## src/logic/rfpgc_pkg.sv

```systemverilog
/*
 holds register indices, field positions, reset values and codes for the
 transmit/receive front-end control block. assumes apb byte address is four
 times the register index.
*/
package rfpgc_pkg;
   // -----------------------------------------------------------
   // register indices (byte address = index * 4)
   // -----------------------------------------------------------
   localparam logic [7:0] IDX_CTRL = 8'h01;
   localparam logic [7:0] IDX_SHAPE = 8'h02;
   localparam logic [7:0] IDX_BITRATE = 8'h03;
   localparam logic [7:0] IDX_AMP_LEVEL = 8'h04;
   localparam logic [7:0] IDX_FRONT_GAIN = 8'h05;
   localparam logic [7:0] IDX_THRESHOLD = 8'h06;
   localparam logic [7:0] IDX_RX_TIMING = 8'h07;
   localparam logic [7:0] IDX_STATUS = 8'h08;
   localparam logic [7:0] IDX_OVERCURRENT = 8'h13;
   localparam logic [7:0] IDX_TUNE_FIRST = 8'h5a;
   localparam logic [7:0] IDX_TUNE_SECOND = 8'h5c;
   // -----------------------------------------------------------
   // field positions
   // -----------------------------------------------------------
   localparam int CTRL_OOK = 2;
   localparam int CTRL_CONT = 3;
   localparam int CTRL_AUTO = 4;
   localparam int CTRL_RESTART = 5;
   localparam int LVL_FIRST = 7;
   localparam int LVL_SECOND = 6;
   localparam int LVL_THIRD = 5;
   localparam int OCP_ON = 4;
   localparam int LNA_ZIN = 7;
   // -----------------------------------------------------------
   // reset values
   // -----------------------------------------------------------
   localparam logic [7:0] RST_CTRL = 8'h00;
   localparam logic [1:0] RST_SHAPE = 2'h0;
   localparam logic [15:0] RST_BITRATE = 16'h0064;
   localparam logic [7:0] RST_AMP_LEVEL = 8'h9f;
   localparam logic [7:0] RST_FRONT_GAIN = 8'h80;
   localparam logic [7:0] RST_THRESHOLD = 8'he4;
   localparam logic [3:0] RST_RX_TIMING = 4'h0;
   localparam logic [7:0] RST_OVERCURRENT = 8'h1a;
   localparam logic [7:0] RST_TUNE_FIRST = 8'h55;
   localparam logic [7:0] RST_TUNE_SECOND = 8'h70;
   localparam logic [7:0] HP_TUNE_FIRST = 8'h5d;
   localparam logic [7:0] HP_TUNE_SECOND = 8'h7c;
   // -----------------------------------------------------------
   // codes and figures
   // -----------------------------------------------------------
   localparam logic [1:0] OPM_TX = 2'h1;
   localparam logic [1:0] OPM_RX = 2'h2;
   localparam logic [1:0] SHAPE_OFF = 2'h0; // 1: bt 1.0, 2: bt 0.5, 3: bt 0.3
   localparam logic [2:0] GAIN_AUTO = 3'h0;
   localparam logic [2:0] GAIN_MAX = 3'h1;
   localparam logic [2:0] GAIN_MIN = 3'h6;
   localparam logic signed [6:0] POUT_OFS_LOW = -7'sd18;
   localparam logic signed [6:0] POUT_OFS_COMB = -7'sd14;
   localparam logic signed [6:0] POUT_OFS_HIGH = -7'sd11;
   localparam logic [7:0] ILIM_BASE_MA = 8'h2d;
   localparam logic [7:0] ILIM_STEP_MA = 8'h05;
   localparam int GAIN_STEP_SHIFT = 4;
   typedef enum logic [1:0] {
      AGC_IDLE = 2'b00,
      AGC_WAIT = 2'b01,
      AGC_HOLD = 2'b10,
      AGC_DELAY = 2'b11
   } rfpgc_agc_e;
endpackage

```

## src/logic/rfpgc_top.sv

```systemverilog
/*
 transmit shaping, amplifier path selection, current clamp and receive
 gain sequencing, reached over apb. assumes measured strength comes from
 same-clock logic and tx data arrives asynchronously on a pin.
*/
// The APB interface to the registers is this design's own decision.
module rfpgc_top #(
   parameter int RAMP_DIV = 64
) (
   input wire logic pclk, // bus clock
   input wire logic presetn, // async reset
   input wire logic psel, // apb select
   input wire logic penable, // apb enable
   input wire logic pwrite, // apb direction
   input wire logic [11:0] paddr, // apb byte address
   input wire logic [31:0] pwdata, // apb write data
   output logic [31:0] prdata, // apb read data
   output logic pready, // apb ready
   output logic pslverr, // apb error
   input wire logic tx_data_pin, // async tx data
   output logic bit_clock_output, // next-bit pulse
   output logic mod_bit, // bit into modulator
   output logic gauss_enable, // shaping filter on
   output logic [1:0] gauss_bt_sel, // shaping code
   output logic [3:0] pa_bias, // amplifier bias level
   output logic first_amplifier_on, // first amp on
   output logic second_amplifier_on, // second amp on
   output logic third_amplifier_on, // third amp on
   output logic shared_antenna_drive, // antenna pin driven
   output logic boost_pin_drive, // boost pin driven
   output logic high_power_active, // high power mode
   output logic signed [6:0] pout_dbm, // output power dbm
   output logic ocp_enable, // current clamp on
   output logic [7:0] current_limit_ma, // clamp in ma
   output logic input_impedance_200, // 200 ohm input
   input wire logic [7:0] measured_strength, // strength sample
   input wire logic strength_valid, // sample strobe
   input wire logic fifo_empty, // rx fifo empty
   input wire logic packet_end, // packet done pulse
   output logic agc_waiting, // receiver in wait
   output logic [2:0] applied_gain // gain in use
);
   import rfpgc_pkg::*;

   if (RAMP_DIV < 1) begin : g_chk
      $error("RAMP_DIV must be at least one");
   end

   function automatic logic [2:0] gain_pick(input logic [7:0] s,
                                             input logic [7:0] t);
      logic [7:0] m;
      logic [3:0] q;
      m = s - t;
      q = m[7:GAIN_STEP_SHIFT];
      gain_pick = (q > 4'h5) ? GAIN_MIN : GAIN_MAX + q[2:0];
   endfunction

   // -----------------------------------------------------------
   // apb slave
   // -----------------------------------------------------------
   logic [7:0] ctrl_reg;
   logic [1:0] shape_reg;
   logic [15:0] bitrate_reg;
   logic [7:0] level_reg, ocp_reg, tune1_reg, tune2_reg, thr_reg;
   logic [2:0] gsel_reg;
   logic zin_reg;
   logic [3:0] ipd_reg;
   logic [31:0] prdata_reg;
   logic restart_reg;
   rfpgc_agc_e state_reg, state_next;
   logic [7:0] last_strength_reg;

   wire [9:0] widx = paddr[11:2];
   wire hit_ctrl = (widx == {2'b00, IDX_CTRL});
   wire hit_shape = (widx == {2'b00, IDX_SHAPE});
   wire hit_br = (widx == {2'b00, IDX_BITRATE});
   wire hit_lvl = (widx == {2'b00, IDX_AMP_LEVEL});
   wire hit_lna = (widx == {2'b00, IDX_FRONT_GAIN});
   wire hit_thr = (widx == {2'b00, IDX_THRESHOLD});
   wire hit_rxt = (widx == {2'b00, IDX_RX_TIMING});
   wire hit_st = (widx == {2'b00, IDX_STATUS});
   wire hit_ocp = (widx == {2'b00, IDX_OVERCURRENT});
   wire hit_t1 = (widx == {2'b00, IDX_TUNE_FIRST});
   wire hit_t2 = (widx == {2'b00, IDX_TUNE_SECOND});
   wire mapped = hit_ctrl | hit_shape | hit_br | hit_lvl | hit_lna |
      hit_thr | hit_rxt | hit_st | hit_ocp | hit_t1 | hit_t2;
   wire wr = psel & penable & pwrite & mapped;
   wire rd_setup = psel & ~penable & ~pwrite;
   logic [31:0] rd_mux;

   always_comb begin
      if (hit_ctrl) rd_mux = {24'h0, 2'b00, 1'b0, ctrl_reg[4:0]};
      else if (hit_shape) rd_mux = {30'h0, shape_reg};
      else if (hit_br) rd_mux = {16'h0, bitrate_reg};
      else if (hit_lvl) rd_mux = {24'h0, level_reg};
      else if (hit_lna) rd_mux = {24'h0, zin_reg, 1'b0, applied_gain, gsel_reg};
      else if (hit_thr) rd_mux = {24'h0, thr_reg};
      else if (hit_rxt) rd_mux = {28'h0, ipd_reg};
      else if (hit_st) rd_mux = {21'h0, high_power_active, state_reg,
                                 last_strength_reg};
      else if (hit_ocp) rd_mux = {24'h0, ocp_reg};
      else if (hit_t1) rd_mux = {24'h0, tune1_reg};
      else if (hit_t2) rd_mux = {24'h0, tune2_reg};
      else rd_mux = 32'h0;
   end

   assign pready = 1'b1;
   assign pslverr = psel & penable & ~mapped;
   assign prdata = prdata_reg;

   always_ff @(posedge pclk or negedge presetn) begin
      if (!presetn) begin
         ctrl_reg <= RST_CTRL;
         shape_reg <= RST_SHAPE;
         bitrate_reg <= RST_BITRATE;
         level_reg <= RST_AMP_LEVEL;
         zin_reg <= RST_FRONT_GAIN[LNA_ZIN];
         gsel_reg <= RST_FRONT_GAIN[2:0];
         thr_reg <= RST_THRESHOLD;
         ipd_reg <= RST_RX_TIMING;
         ocp_reg <= RST_OVERCURRENT;
         tune1_reg <= RST_TUNE_FIRST;
         tune2_reg <= RST_TUNE_SECOND;
         prdata_reg <= 32'h0;
         restart_reg <= 1'b0;
      end else begin
         restart_reg <= wr & hit_ctrl & pwdata[CTRL_RESTART];
         if (rd_setup) prdata_reg <= rd_mux;
         if (wr && hit_ctrl) ctrl_reg <= {3'b000, pwdata[4:0]};
         if (wr && hit_shape) shape_reg <= pwdata[1:0];
         if (wr && hit_br) bitrate_reg <= pwdata[15:0];
         if (wr && hit_lvl) level_reg <= pwdata[7:0];
         if (wr && hit_lna) begin
            zin_reg <= pwdata[LNA_ZIN];
            gsel_reg <= pwdata[2:0];
         end
         if (wr && hit_thr) thr_reg <= pwdata[7:0];
         if (wr && hit_rxt) ipd_reg <= pwdata[3:0];
         if (wr && hit_ocp) ocp_reg <= pwdata[7:0];
         if (wr && hit_t1) tune1_reg <= pwdata[7:0];
         if (wr && hit_t2) tune2_reg <= pwdata[7:0];
      end
   end

   wire is_tx = (ctrl_reg[1:0] == OPM_TX);
   wire is_rx = (ctrl_reg[1:0] == OPM_RX);
   wire is_ook = ctrl_reg[CTRL_OOK];
   wire is_cont = ctrl_reg[CTRL_CONT];
   wire auto_receive_restart = ctrl_reg[CTRL_AUTO];

   // -----------------------------------------------------------
   // bit timing and tx data
   // -----------------------------------------------------------
   logic [15:0] bit_cnt_reg;
   logic [2:0] din_sync_reg;
   logic bclk_reg, mod_reg;
   // a zero divisor would stall the bit clock, so it acts as one
   wire [15:0] br_last = (bitrate_reg == 16'h0) ? 16'h0 : bitrate_reg - 16'h1;
   wire bit_tick = (bit_cnt_reg >= br_last);
   wire din_clean = din_sync_reg[2] & din_sync_reg[1];
   wire din_stable = (din_sync_reg[2] == din_sync_reg[1]);
   wire gauss_on = ~is_ook & (shape_reg != SHAPE_OFF);
   wire bclk_cond = bit_tick & is_tx & is_cont & gauss_on;

   always_ff @(posedge pclk or negedge presetn) begin
      if (!presetn) begin
         bit_cnt_reg <= 16'h0;
         din_sync_reg <= 3'b000;
         bclk_reg <= 1'b0;
         mod_reg <= 1'b0;
      end else begin
         bit_cnt_reg <= (bit_tick || !(is_tx || is_rx)) ? 16'h0 :
                        bit_cnt_reg + 16'h1;
         din_sync_reg <= {din_sync_reg[1:0], tx_data_pin};
         bclk_reg <= bclk_cond;
         // shaped continuous stream takes one bit per bit clock, else follows the pin
         if (gauss_on && is_cont) begin
            if (bclk_cond) mod_reg <= din_clean;
         end else if (din_stable) begin
            mod_reg <= din_sync_reg[2];
         end
      end
   end

   assign bit_clock_output = bclk_reg;
   assign mod_bit = mod_reg;
   assign gauss_enable = gauss_on & is_tx;
   assign gauss_bt_sel = shape_reg;

   // -----------------------------------------------------------
   // amplifier paths, power and current clamp
   // -----------------------------------------------------------
   wire [2:0] amp_sel = {level_reg[LVL_FIRST], level_reg[LVL_SECOND],
                         level_reg[LVL_THIRD]};
   wire [6:0] pwr_field = {2'b00, level_reg[4:0]};
   wire hp_loaded = (tune1_reg == HP_TUNE_FIRST) &&
                    (tune2_reg == HP_TUNE_SECOND);
   wire m_first = (amp_sel == 3'b100);
   wire m_second = (amp_sel == 3'b010);
   wire m_comb = (amp_sel == 3'b011);
   logic signed [6:0] pout_next;
   logic [7:0] ilim_next;
   logic fa_reg, sa_reg, ta_reg, ant_reg, bst_reg, hp_reg, ocp_on_reg;
   logic signed [6:0] pout_reg;
   logic [7:0] ilim_reg;

   always_comb begin
      if (m_comb && hp_loaded) pout_next = POUT_OFS_HIGH + pwr_field;
      else if (m_comb) pout_next = POUT_OFS_COMB + pwr_field;
      else pout_next = POUT_OFS_LOW + pwr_field;
      ilim_next = ILIM_BASE_MA + 8'(ILIM_STEP_MA * {4'h0, ocp_reg[3:0]});
   end

   always_ff @(posedge pclk or negedge presetn) begin
      if (!presetn) begin
         {fa_reg, sa_reg, ta_reg, ant_reg, bst_reg, hp_reg} <= 6'h0;
         ocp_on_reg <= 1'b0;
         pout_reg <= 7'sd0;
         ilim_reg <= 8'h0;
      end else begin
         // reserved enable patterns switch every path off
         fa_reg <= is_tx & m_first;
         sa_reg <= is_tx & (m_second | m_comb);
         ta_reg <= is_tx & m_comb;
         ant_reg <= is_tx & m_first;
         bst_reg <= is_tx & (m_second | m_comb);
         hp_reg <= m_comb & hp_loaded;
         pout_reg <= pout_next;
         ocp_on_reg <= ocp_reg[OCP_ON];
         ilim_reg <= ilim_next;
      end
   end

   assign first_amplifier_on = fa_reg;
   assign second_amplifier_on = sa_reg;
   assign third_amplifier_on = ta_reg;
   assign shared_antenna_drive = ant_reg;
   assign boost_pin_drive = bst_reg;
   assign high_power_active = hp_reg;
   assign pout_dbm = pout_reg;
   assign ocp_enable = ocp_on_reg;
   assign current_limit_ma = ilim_reg;
   assign input_impedance_200 = zin_reg;

   // -----------------------------------------------------------
   // ook bias ramp
   // -----------------------------------------------------------
   logic [15:0] ramp_cnt_reg;
   logic [3:0] bias_reg;
   wire amp_on = is_tx & (m_first | m_second | m_comb);
   wire [3:0] bias_goal = (amp_on && (!is_ook || mod_reg)) ? 4'hf : 4'h0;
   wire ramp_mode = is_ook & (shape_reg != SHAPE_OFF);
   wire ramp_tick = (ramp_cnt_reg >= 16'(RAMP_DIV - 1));

   always_ff @(posedge pclk or negedge presetn) begin
      if (!presetn) begin
         ramp_cnt_reg <= 16'h0;
         bias_reg <= 4'h0;
      end else begin
         ramp_cnt_reg <= ramp_tick ? 16'h0 : ramp_cnt_reg + 16'h1;
         if (!ramp_mode) bias_reg <= bias_goal;
         else if (ramp_tick && bias_reg < bias_goal)
            bias_reg <= bias_reg + 4'h1;
         else if (ramp_tick && bias_reg > bias_goal)
            bias_reg <= bias_reg - 4'h1;
      end
   end

   assign pa_bias = bias_reg;

   // -----------------------------------------------------------
   // receive gain sequence
   // -----------------------------------------------------------
   logic above_cnt_reg, pend_reg;
   logic [2:0] held_reg, gain_reg;
   logic [15:0] dly_cnt_reg;
   wire above = strength_valid & (measured_strength > thr_reg);
   wire manual = (gsel_reg != GAIN_AUTO) && (gsel_reg <= GAIN_MIN);
   wire [15:0] dly_last = (16'h1 << ipd_reg) - 16'h1;
   wire dly_done = bit_tick && (dly_cnt_reg >= dly_last);

   always_comb begin
      state_next = state_reg;
      case (state_reg)
         AGC_IDLE: state_next = AGC_WAIT;
         AGC_WAIT: if (above && above_cnt_reg) state_next = AGC_HOLD;
         AGC_HOLD: if (!is_cont && auto_receive_restart && pend_reg &&
                       fifo_empty) state_next = AGC_DELAY;
         AGC_DELAY: if (dly_done) state_next = AGC_WAIT;
         default: state_next = AGC_IDLE;
      endcase
      if (restart_reg) state_next = AGC_WAIT;
      if (!is_rx) state_next = AGC_IDLE;
   end

   always_ff @(posedge pclk or negedge presetn) begin
      if (!presetn) begin
         state_reg <= AGC_IDLE;
         above_cnt_reg <= 1'b0;
         pend_reg <= 1'b0;
         held_reg <= GAIN_MAX;
         gain_reg <= GAIN_MAX;
         dly_cnt_reg <= 16'h0;
         last_strength_reg <= 8'h0;
      end else begin
         state_reg <= state_next;
         if (strength_valid) last_strength_reg <= measured_strength;
         if (state_reg != AGC_WAIT) above_cnt_reg <= 1'b0;
         else if (strength_valid) above_cnt_reg <= above;
         if (state_reg == AGC_WAIT && state_next == AGC_HOLD)
            held_reg <= gain_pick(measured_strength, thr_reg);
         // packet end arriving with the leaving edge is kept
         if (packet_end && state_reg == AGC_HOLD) pend_reg <= 1'b1;
         else if (state_next != AGC_HOLD) pend_reg <= 1'b0;
         dly_cnt_reg <= (state_reg != AGC_DELAY) ? 16'h0 :
                        (bit_tick ? dly_cnt_reg + 16'h1 : dly_cnt_reg);
         if (manual) gain_reg <= gsel_reg;
         else if (state_reg == AGC_HOLD || state_reg == AGC_DELAY)
            gain_reg <= held_reg;
         else gain_reg <= GAIN_MAX;
      end
   end

   assign agc_waiting = (state_reg == AGC_WAIT);
   assign applied_gain = gain_reg;

   // -----------------------------------------------------------
   // checks
   // -----------------------------------------------------------
   property p_bit_clock;
      @(posedge pclk) disable iff (!presetn)
      bit_clock_output |-> $past(is_tx) && $past(gauss_on) && $past(is_cont);
   endproperty
   a_bit_clock: assert property (p_bit_clock) else $error("bad bit clock");
   property p_ramp;
      @(posedge pclk) disable iff (!presetn)
      (ramp_mode && $past(ramp_mode) && !$past(ramp_tick)) |->
         $stable(pa_bias);
   endproperty
   a_ramp: assert property (p_ramp) else $error("bias stepped");
   property p_first;
      @(posedge pclk) disable iff (!presetn)
      (is_tx && m_first) |=> shared_antenna_drive && !boost_pin_drive &&
         pout_dbm == POUT_OFS_LOW + $past(pwr_field);
   endproperty
   a_first: assert property (p_first) else $error("first path wrong");
   property p_second;
      @(posedge pclk) disable iff (!presetn)
      (is_tx && m_second) |=> boost_pin_drive && !third_amplifier_on &&
         pout_dbm == POUT_OFS_LOW + $past(pwr_field);
   endproperty
   a_second: assert property (p_second) else $error("second path wrong");
   property p_comb;
      @(posedge pclk) disable iff (!presetn)
      (is_tx && m_comb && !hp_loaded) |=> third_amplifier_on &&
         pout_dbm == POUT_OFS_COMB + $past(pwr_field);
   endproperty
   a_comb: assert property (p_comb) else $error("combined wrong");
   property p_high;
      @(posedge pclk) disable iff (!presetn)
      (m_comb && hp_loaded) |=> high_power_active &&
         pout_dbm == POUT_OFS_HIGH + $past(pwr_field);
   endproperty
   a_high: assert property (p_high) else $error("high power wrong");
   property p_ilim;
      @(posedge pclk) disable iff (!presetn)
      1'b1 |=> current_limit_ma == 8'd45 + 8'd5 * {4'h0, $past(ocp_reg[3:0])};
   endproperty
   a_ilim: assert property (p_ilim) else $error("current limit wrong");
   property p_manual;
      @(posedge pclk) disable iff (!presetn)
      manual ##1 manual |-> applied_gain == $past(gsel_reg);
   endproperty
   a_manual: assert property (p_manual) else $error("manual gain lost");
   property p_wait;
      @(posedge pclk) disable iff (!presetn)
      (state_reg == AGC_WAIT ##1 state_reg == AGC_HOLD) |->
         $past(strength_valid) &&
         ($past(measured_strength) > $past(thr_reg));
   endproperty
   a_wait: assert property (p_wait) else $error("left wait early");
   property p_hold;
      @(posedge pclk) disable iff (!presetn)
      (state_reg == AGC_HOLD && is_rx && !restart_reg &&
       !auto_receive_restart) |=> state_reg == AGC_HOLD && $stable(held_reg);
   endproperty
   a_hold: assert property (p_hold) else $error("gain not held");
   property p_restart;
      @(posedge pclk) disable iff (!presetn)
      (restart_reg && is_rx) |=> agc_waiting;
   endproperty
   a_restart: assert property (p_restart) else $error("restart ignored");
   c_hold: cover property (@(posedge pclk) disable iff (!presetn)
      state_reg == AGC_WAIT ##1 state_reg == AGC_HOLD);
   c_delay: cover property (@(posedge pclk) disable iff (!presetn)
      state_reg == AGC_DELAY ##1 state_reg == AGC_WAIT);
   c_hp: cover property (@(posedge pclk) disable iff (!presetn)
      high_power_active && boost_pin_drive);
   c_bclk: cover property (@(posedge pclk) disable iff (!presetn)
      bit_clock_output);
endmodule

```

## config.mk

```make
export PLATFORM = sky130hd
export DESIGN_NAME = rfpgc_top
export DESIGN_NICKNAME = d
export VERILOG_FILES = /design/src/logic/rfpgc_pkg.sv /design/src/logic/rfpgc_top.sv
export SDC_FILE = /design/constraint.sdc
export NUM_CORES = 1
export LEC_CHECK = 0
export BUFFER_PORTS_ARGS = -buffer_cell sky130_fd_sc_hd__buf_2
export CAP_MARGIN = 30
export CORE_AREA = 5 5 169 171
export CTS_BUF_LIST = sky130_fd_sc_hd__clkbuf_16
export DETAILED_ROUTE_END_ITERATION = 10
export DIE_AREA = 0 0 174 176
export PLACE_DENSITY = 0.58
export SYNTH_ARGS = -nofsm -noshare
export SYNTH_HDL_FRONTEND = slang
export SYNTH_SLANG_ARGS = --single-unit
```

## constraint.sdc

```tcl
create_clock -name pclk -period 4.3 [get_ports pclk]
set_clock_uncertainty 0.05 [all_clocks]
set_input_delay 0.43 -clock pclk [delete_from_list [all_inputs] [get_ports pclk]]
set_output_delay 0.43 -clock pclk [all_outputs]
set_load 0.02 [all_outputs]
```

==> impl_metrics.ini, run 1 <==
[floorplanning]
start_util_pct = 39.4
num_io_pins = 131
die_y_um = 176
placementRows = 60
die_w_um = 174
core_um2 = 26700
die_area_um2 = 30600

[route]
drt_wl_total_mm = 26.9
num_vias = 8006
drt_iter0_drc = 605
drtPass1Iterations = 5
route.detailed.drc = 0
ant_nets = 0
wire_per_inst_um = 18.4
drt-vias-per-instance = 5.48

[sta]
worst_slew_pin_slew_ns = 0.925
tns_ns = 0
finalHoldViolCount = 0
fmax_ghz = 0.250
slew_violations = 0
min_period_ns = 4.00
maxSlewHeadroom_pct = 37.8
rsz0062_at_grt = no
final.period_utilization_pct = 93.0
setup_viol = 0

[pwr]
clkPwrFrac_pct = 44.8
power.switching_uw = 898
power.share.switching_pct = 25.5
power_density_nw_per_um2 = 295
p_leak_uw = 0.00556
power.sequential.fraction_pct = 49.8
intPower_uw = 2620
vdd_drop_max_mv = 0.188
combinationalPowerShare_pct = 5.5
power.total_uw = 3520

[critical_path]
arrival_ns = 4.31
cp_slowest_stage_delay_ns = 0.61
crit_family = simple AND/OR/NAND/NOR gates
critPathBufInv = 1
endpoint_kind = flop
cp.required_ns = 4.61
start_kind = flop
path_class = reg -> reg
crit_chain = or4_1 > nor4_2 > nor2b_1 > nand4b_1 > buf_4 > nand2_1 > ha_1 > a211oi_1 > o22ai_1 > or3_1 > o21a_1 > or3_4 > nor2_1
crit_path_max_fanout = 16
r2r-start = bitrate_reg[9]
critPathLaunch = bitrate_reg[9]
cp_slowest_cell = or4_1

[place]
dp_hpwl_mm = 20.2
gp_congestion = 0.949
numPortBuffers = 95
placed_area_um2 = 11300

[clocking]
htree_levels = 4
clk-insertion-delay-late_ns = 0.45
clockBufferDepth = 2
clock_sinks = 183
cts_tree = yes
cts_root_buf = clkbuf_16
cts_buffers = 17
clkTransAtPathRegs_ns = 0.08
cts_setup_buffers = 0

[synth]
synth_ff_type = dfrtp_1
syn_inst = 1011
syn-cell-area_um2 = 10500
synth_seq_cells = 183
synth_warnings = 0
yosysTopAreaCellShare_pct = 37.3
synth_cell_types = 74
synthArstFlopShare_pct = 100
yosys-top-cells-area = dfrtp_1, mux2_2, ha_1
synth.avg_cell_area_um2 = 10.4
synth_common_cells = dfrtp_1, mux2_2, nand2_1
synth_edf_count = 0
ys_seq_area_share_pct = 43.8
yosysMostFrequentCell = dfrtp_1
yosysTopAreaCell = dfrtp_1

[final_layout]
layout-drive-gt1-share_pct = 23.3
area.sequential_um2 = 4610
nets = 1241
final_cell_area_um2 = 11900
fill_cells = 2619
multi_input_comb_area_um2 = 5580
syn2layout_area_growth_pct = 13.4

[flow_run]
cap_violations = 0

[worst_hold_path]
min_from = tx_data_pin
hold_path_class = in -> reg

[global_routing]
antenna_found_initial = 1
gr-usage-all-layers_pct = 17.5
grt_pass1_wl_mm = 42.9
grt_pass1_vias = 7767
grt-ovfl-total = 0
grt_start_max_net_pins = 113

[run_status]
run_status = complete, no violations
## path summary, 6_finish.rpt
kind | slack (ns) | endpoint | depth (start not counted)
max reg2reg | 0.30 | bit_cnt_reg[8] | 13
min | 0.04 | din_sync_reg[0] | 1
max | 0.30 | bit_cnt_reg[8] | 13
max in group asynchronous | 2.64 | bitrate_reg[5] | 4
min in group asynchronous | 0.30 | dly_cnt_reg[5] | 2
min reg2reg | 0.30 | din_sync_reg[1] | 0
## what timing repair did
action	in CTS	in global routing
hold buffers	0	1
endpoints found under the hold margin	0	3
gates resized for setup	0	3
endpoints found under the setup margin	0	17
## cells in the final DEF, fill, tap and decap left out, types with 5 or more instances in the layout
cell type / synthesis / routed
nand3b_1: 5 / 5
nor2b_1: 11 / 10
xnor2_1: 19 / 19
clkbuf_16: 0 / 17
buf_2: 4 / 94
a222oi_1: 9 / 9
xor2_1: 27 / 27
a21oi_1: 38 / 38
buf_4: 21 / 8
conb_1: 2 / 28
nand2_1: 85 / 85
nor4_1: 15 / 14
nor3_1: 15 / 15
and4_1: 5 / 5
a22oi_1: 10 / 10
nor2_1: 74 / 74
a21o_1: 11 / 11
o2111ai_1: 7 / 7
mux2_2: 87 / 87
o211ai_1: 9 / 9
ha_1: 71 / 71
mux2i_1: 19 / 19
o21a_1: 5 / 5
nand2b_1: 19 / 19
o21ai_0: 31 / 31
a22o_1: 6 / 6
and3_1: 17 / 17
and2_1: 15 / 15
nand3_1: 26 / 26
inv_1: 40 / 40
inv_6: 0 / 5
dfrtp_1: 157 / 157
a211oi_1: 8 / 8
or3_1: 6 / 5
dfstp_2: 26 / 26
nand4_1: 13 / 13
## cells by family (layout without fill, tap and decap cells)
kind of cell,after synthesis,after routing,synth area share (%)
other,2,29,0.0713
DFF,183,183,43.8
and+or+nand+nor,326,326,15.8
xor gates and xnor gates,46,46,3.83
adders and majority gates,74,74,9.00
buffers and inverters,95,177,4.25
muxes,108,108,11.5
AOI/OAI and AO/OA,177,177,11.7
## metrics by stage
step           hold WS [ns]  std cells  utilization, %  worst slack [ns]
4_1_cts              0.0254       1458            44.5            0.0342
6_report             0.0362       1461            44.7             0.300
3_3_place_gp          0.289       1426            42.3             0.112
2_1_floorplan        0.0844       1037               -             0.373
3_5_place_dp          0.290       1426            42.3            0.0610
5_1_grt              0.0292       1461            44.7            0.0247
## cell type report
type | instances | area share, %
Clock inverter | 15 | 1.33
Tap cell | 341 | 3.57
Inverter | 40 | 1.26
Antenna cell | 1 | 0.0210
Clock buffer | 17 | 3.56
Timing Repair Buffer | 105 | 4.87
Sequential cell | 183 | 38.6
Multi-Input combinational cell | 759 | 46.8
## per-layer routing
layer	GRT usage, %	share of wire (%)	wire, um	up-vias
li1	-	-	-	3808
met5	0	0	0	-
met3	3.64	4.9	1320	26
met1	24.4	47	12700	3962
met2	28.2	46	12400	210
met4	4.22	1.6	436	0
## power groups by stage
stage	Combinational (uW)	Clock [uW]	Sequential (uW)
after detailed placement	189	0	1790
final	192	1580	1750
after floorplan	101	0	1780
after global routing	217	1690	1760
after CTS	190	1610	1750
after global placement	188	0	1790
No activity file was read; power rests on OpenSTA's default activity.
==> inputs of run 2 (changes only) <==
--- a/config.mk
+++ b/config.mk
@@ -5,12 +5,13 @@
 export SDC_FILE = /design/constraint.sdc
 export NUM_CORES = 1
 export LEC_CHECK = 0
+export ABC_AREA = 1
 export BUFFER_PORTS_ARGS = -buffer_cell sky130_fd_sc_hd__buf_2
 export CAP_MARGIN = 30
-export CORE_AREA = 5 5 169 171
+export CORE_AREA = 5 5 171 173
 export CTS_BUF_LIST = sky130_fd_sc_hd__clkbuf_16
 export DETAILED_ROUTE_END_ITERATION = 10
-export DIE_AREA = 0 0 174 176
+export DIE_AREA = 0 0 176 178
 export PLACE_DENSITY = 0.58
 export SYNTH_ARGS = -nofsm -noshare
 export SYNTH_HDL_FRONTEND = slang
==> run 2 against run 1 <==
Against the previous run: sequential share of layout area is 1.2 points lower; routed wire length is 6.6% higher; worst hold slack better by 0.010 ns; clock-buffer cell count stayed put; via count is 16% higher; critical path type unchanged; design area is 3.2% higher; clock power hardly changed; maximum frequency is 5.0% higher; first-iteration DRC count is 0.17% lower; critical path depth is 10 higher; critical endpoint is now dly_cnt_reg[9]; non-clock buffer count is 4 lower.
==> impl_metrics.ini, run 2 <==
[clocking]
clockBufferDepth = 2
clock_sinks = 183
clkTransAtPathRegs_ns = 0.08
cts_buffers = 17
htree_levels = 4
cts_root_buf = clkbuf_16
clk-insertion-delay-late_ns = 0.44
cts_tree = yes
cts_setup_buffers = 0

[sta]
finalHoldViolCount = 0
tns_ns = 0
min_period_ns = 3.81
slew_violations = 0
maxSlewHeadroom_pct = 39.7
worst_slew_pin_slew_ns = 0.898
final.period_utilization_pct = 88.6
timing.hold.ws_ns = 0.0462
fmax_ghz = 0.263
rsz0062_at_grt = no
setup_viol = 0

[pwr]
clkPwrFrac_pct = 41.3
intPower_uw = 2720
combinationalPowerShare_pct = 11.8
power.share.switching_pct = 29.3
power.sequential.fraction_pct = 46.8
vdd_drop_max_mv = 0.244
p_leak_uw = 0.00626
power.total_uw = 3860
power_density_nw_per_um2 = 313
power.switching_uw = 1130

[critical_path]
start_kind = flop
path_class = reg -> reg
crit_family = simple AND/OR/NAND/NOR gates
cp.required_ns = 4.62
crit_chain = inv_1 > ha_1 > nand2_1 > nor2_1 > inv_1 > nor3_1 > inv_1 > nor2_1 > inv_1 > o21ai_0 > nand3_1 > ha_1 > nand2_1 > nor3_1 > nand3_1 > nand3_1 > buf_4 > inv_1 > nand2_1 > nand2_1 > o21ai_0 > inv_1 > nor2_1
critPathLaunch = bitrate_reg[0]
critPathBufInv = 7
arrival_ns = 4.13
r2r-start = bitrate_reg[0]
cp_slowest_stage_delay_ns = 0.42
crit_path_max_fanout = 11
cpMostUsedCell = inv_1
endpoint_kind = flop
cp_slowest_cell = dfrtp_1

[final_layout]
utilization_pct = 44.8
final_common_cell = nand2_1
fin_cells = 1849
syn2layout_area_growth_pct = 13.5
nets = 1625
diodes = 0
layout-drive-gt1-share_pct = 13.6
layout_common_cells = nand2_1, inv_1, dfrtp_1

[route]
num_vias = 9292
route.detailed.drc = 0
drt_wl_total_mm = 28.7
wire_per_inst_um = 15.5
ant_nets = 0
drtPass1Iterations = 8
drt_iter0_drc = 604
drt-vias-per-instance = 5.03

[synth]
syn_inst = 1382
synth_ff_type = dfrtp_1
yosysTopAreaCell = dfrtp_1
synth_cell_types = 49
synthArstFlopShare_pct = 100
syn-cell-area_um2 = 10900
yosysMostFrequentCell = nand2_1
synth_seq_cells = 183
synth_common_cells = nand2_1, inv_1, dfrtp_1
yosys-top-cells-area = dfrtp_1, nand2_1, ha_1
ys_seq_area_share_pct = 42.5
yosysTopAreaCellShare_pct = 36.2
synth_warnings = 0
synth.avg_cell_area_um2 = 7.86
synth_edf_count = 0

[worst_hold_path]
min_from = tx_data_pin
hold_path_class = in -> reg

[floorplanning]
die_w_um = 176
core_um2 = 27500
die_area_um2 = 31300
placementRows = 61
num_io_pins = 131
start_util_pct = 39.5
die_y_um = 178

[place]
dp_hpwl_mm = 21.7
numPortBuffers = 95
place_inst = 1815
gp_congestion = 0.900

[global_routing]
antenna_found_initial = 0
gr-usage-all-layers_pct = 18.7
grt_pass1_wl_mm = 47.1
grt-ovfl-total = 0
grt_pass1_vias = 9109
grt_start_max_net_pins = 117

[run_status]
run_status = complete, no violations

[flow_run]
cap_violations = 0
-- run 2: timing repair --
item	4_1_cts	5_1_grt
hold buffers	0	1
gates resized for setup	0	0
endpoints found under the hold margin	0	4
-- run 2: worst reg2reg max path, cell delays in order, from the launching register on --
cell and delay (ns):
dfrtp_1 0.42, inv_1 0.16, ha_1 0.23, nand2_1 0.08
nor2_1 0.18, inv_1 0.09, nor3_1 0.14, inv_1 0.09
nor2_1 0.17, inv_1 0.07, o21ai_0 0.15, nand3_1 0.10
ha_1 0.29, nand2_1 0.08, nor3_1 0.23, nand3_1 0.10
nand3_1 0.18, buf_4 0.23, inv_1 0.11, nand2_1 0.23
nand2_1 0.08, o21ai_0 0.15, inv_1 0.05, nor2_1 0.09
-- run 2: layout make-up --
| class | instances | area (um2) |
|---|---|---|
| clock buffers | 17 | 425 |
| clock inverters | 15 | 175 |
| fillers | 2768 | 15200 |
| inverters | 199 | 747 |
| multi-input cells | 988 | 5360 |
| flip-flops and latches | 183 | 4610 |
| well taps | 346 | 433 |
| repair buffers | 101 | 564 |
-- run 2: path summary, 6_finish.rpt --
path,cells past startpoint,to,slack [ns]
max in group asynchronous,4,bitrate_reg[6],2.77
min,1,din_sync_reg[0],0.05
max,23,dly_cnt_reg[9],0.49
min reg2reg,0,din_sync_reg[1],0.32
min in group asynchronous,2,dly_cnt_reg[14],0.31
max reg2reg,23,dly_cnt_reg[9],0.49
-- run 2: power by group through the flow --
stage,clock (uW),sequential (uW),combinational (uW)
5_1_grt,1710,1810,526
6_report,1590,1800,457
3_3_place_gp,0,1840,448
4_1_cts,1630,1810,459
2_1_floorplan,0,1860,280
3_5_place_dp,0,1840,459
-- run 2: metrics by stage --
stage / area (um2) / setup WS, ns
floorplan: 11000 / 1.07
global placement: 11700 / 0.637
detailed placement: 11700 / 0.532
CTS: 12300 / 0.502
global route: 12300 / 0.0463
finish: 12300 / 0.491
-- run 2: cells by family (layout without fill, tap and decap cells) --
| group | Yosys count | count (layout) | share of synthesized area (%) |
|---|---|---|---|
| AND/OR/NAND/NOR | 627 | 627 | 25.8 |
| flip-flops | 183 | 183 | 42.5 |
| adder cells (fa/ha/maj) | 74 | 74 | 8.73 |
| multiplexers | 6 | 6 | 0.622 |
| other | 2 | 28 | 0.0692 |
| XOR/XNOR | 20 | 20 | 1.61 |
| buffers and inverters | 237 | 332 | 9.03 |
| AO/OA/AOI/OAI | 233 | 233 | 11.7 |
-- run 2: metal layers --
metal	part of all wire, %	up-vias	wire length [um]	track usage (%)
li1	-	4683	-	-
met1	47	4344	13600	26.2
met2	46	221	13300	30.4
met3	4.1	44	1170	2.99
met4	2.1	0	606	4.97
met5	0	-	0	0
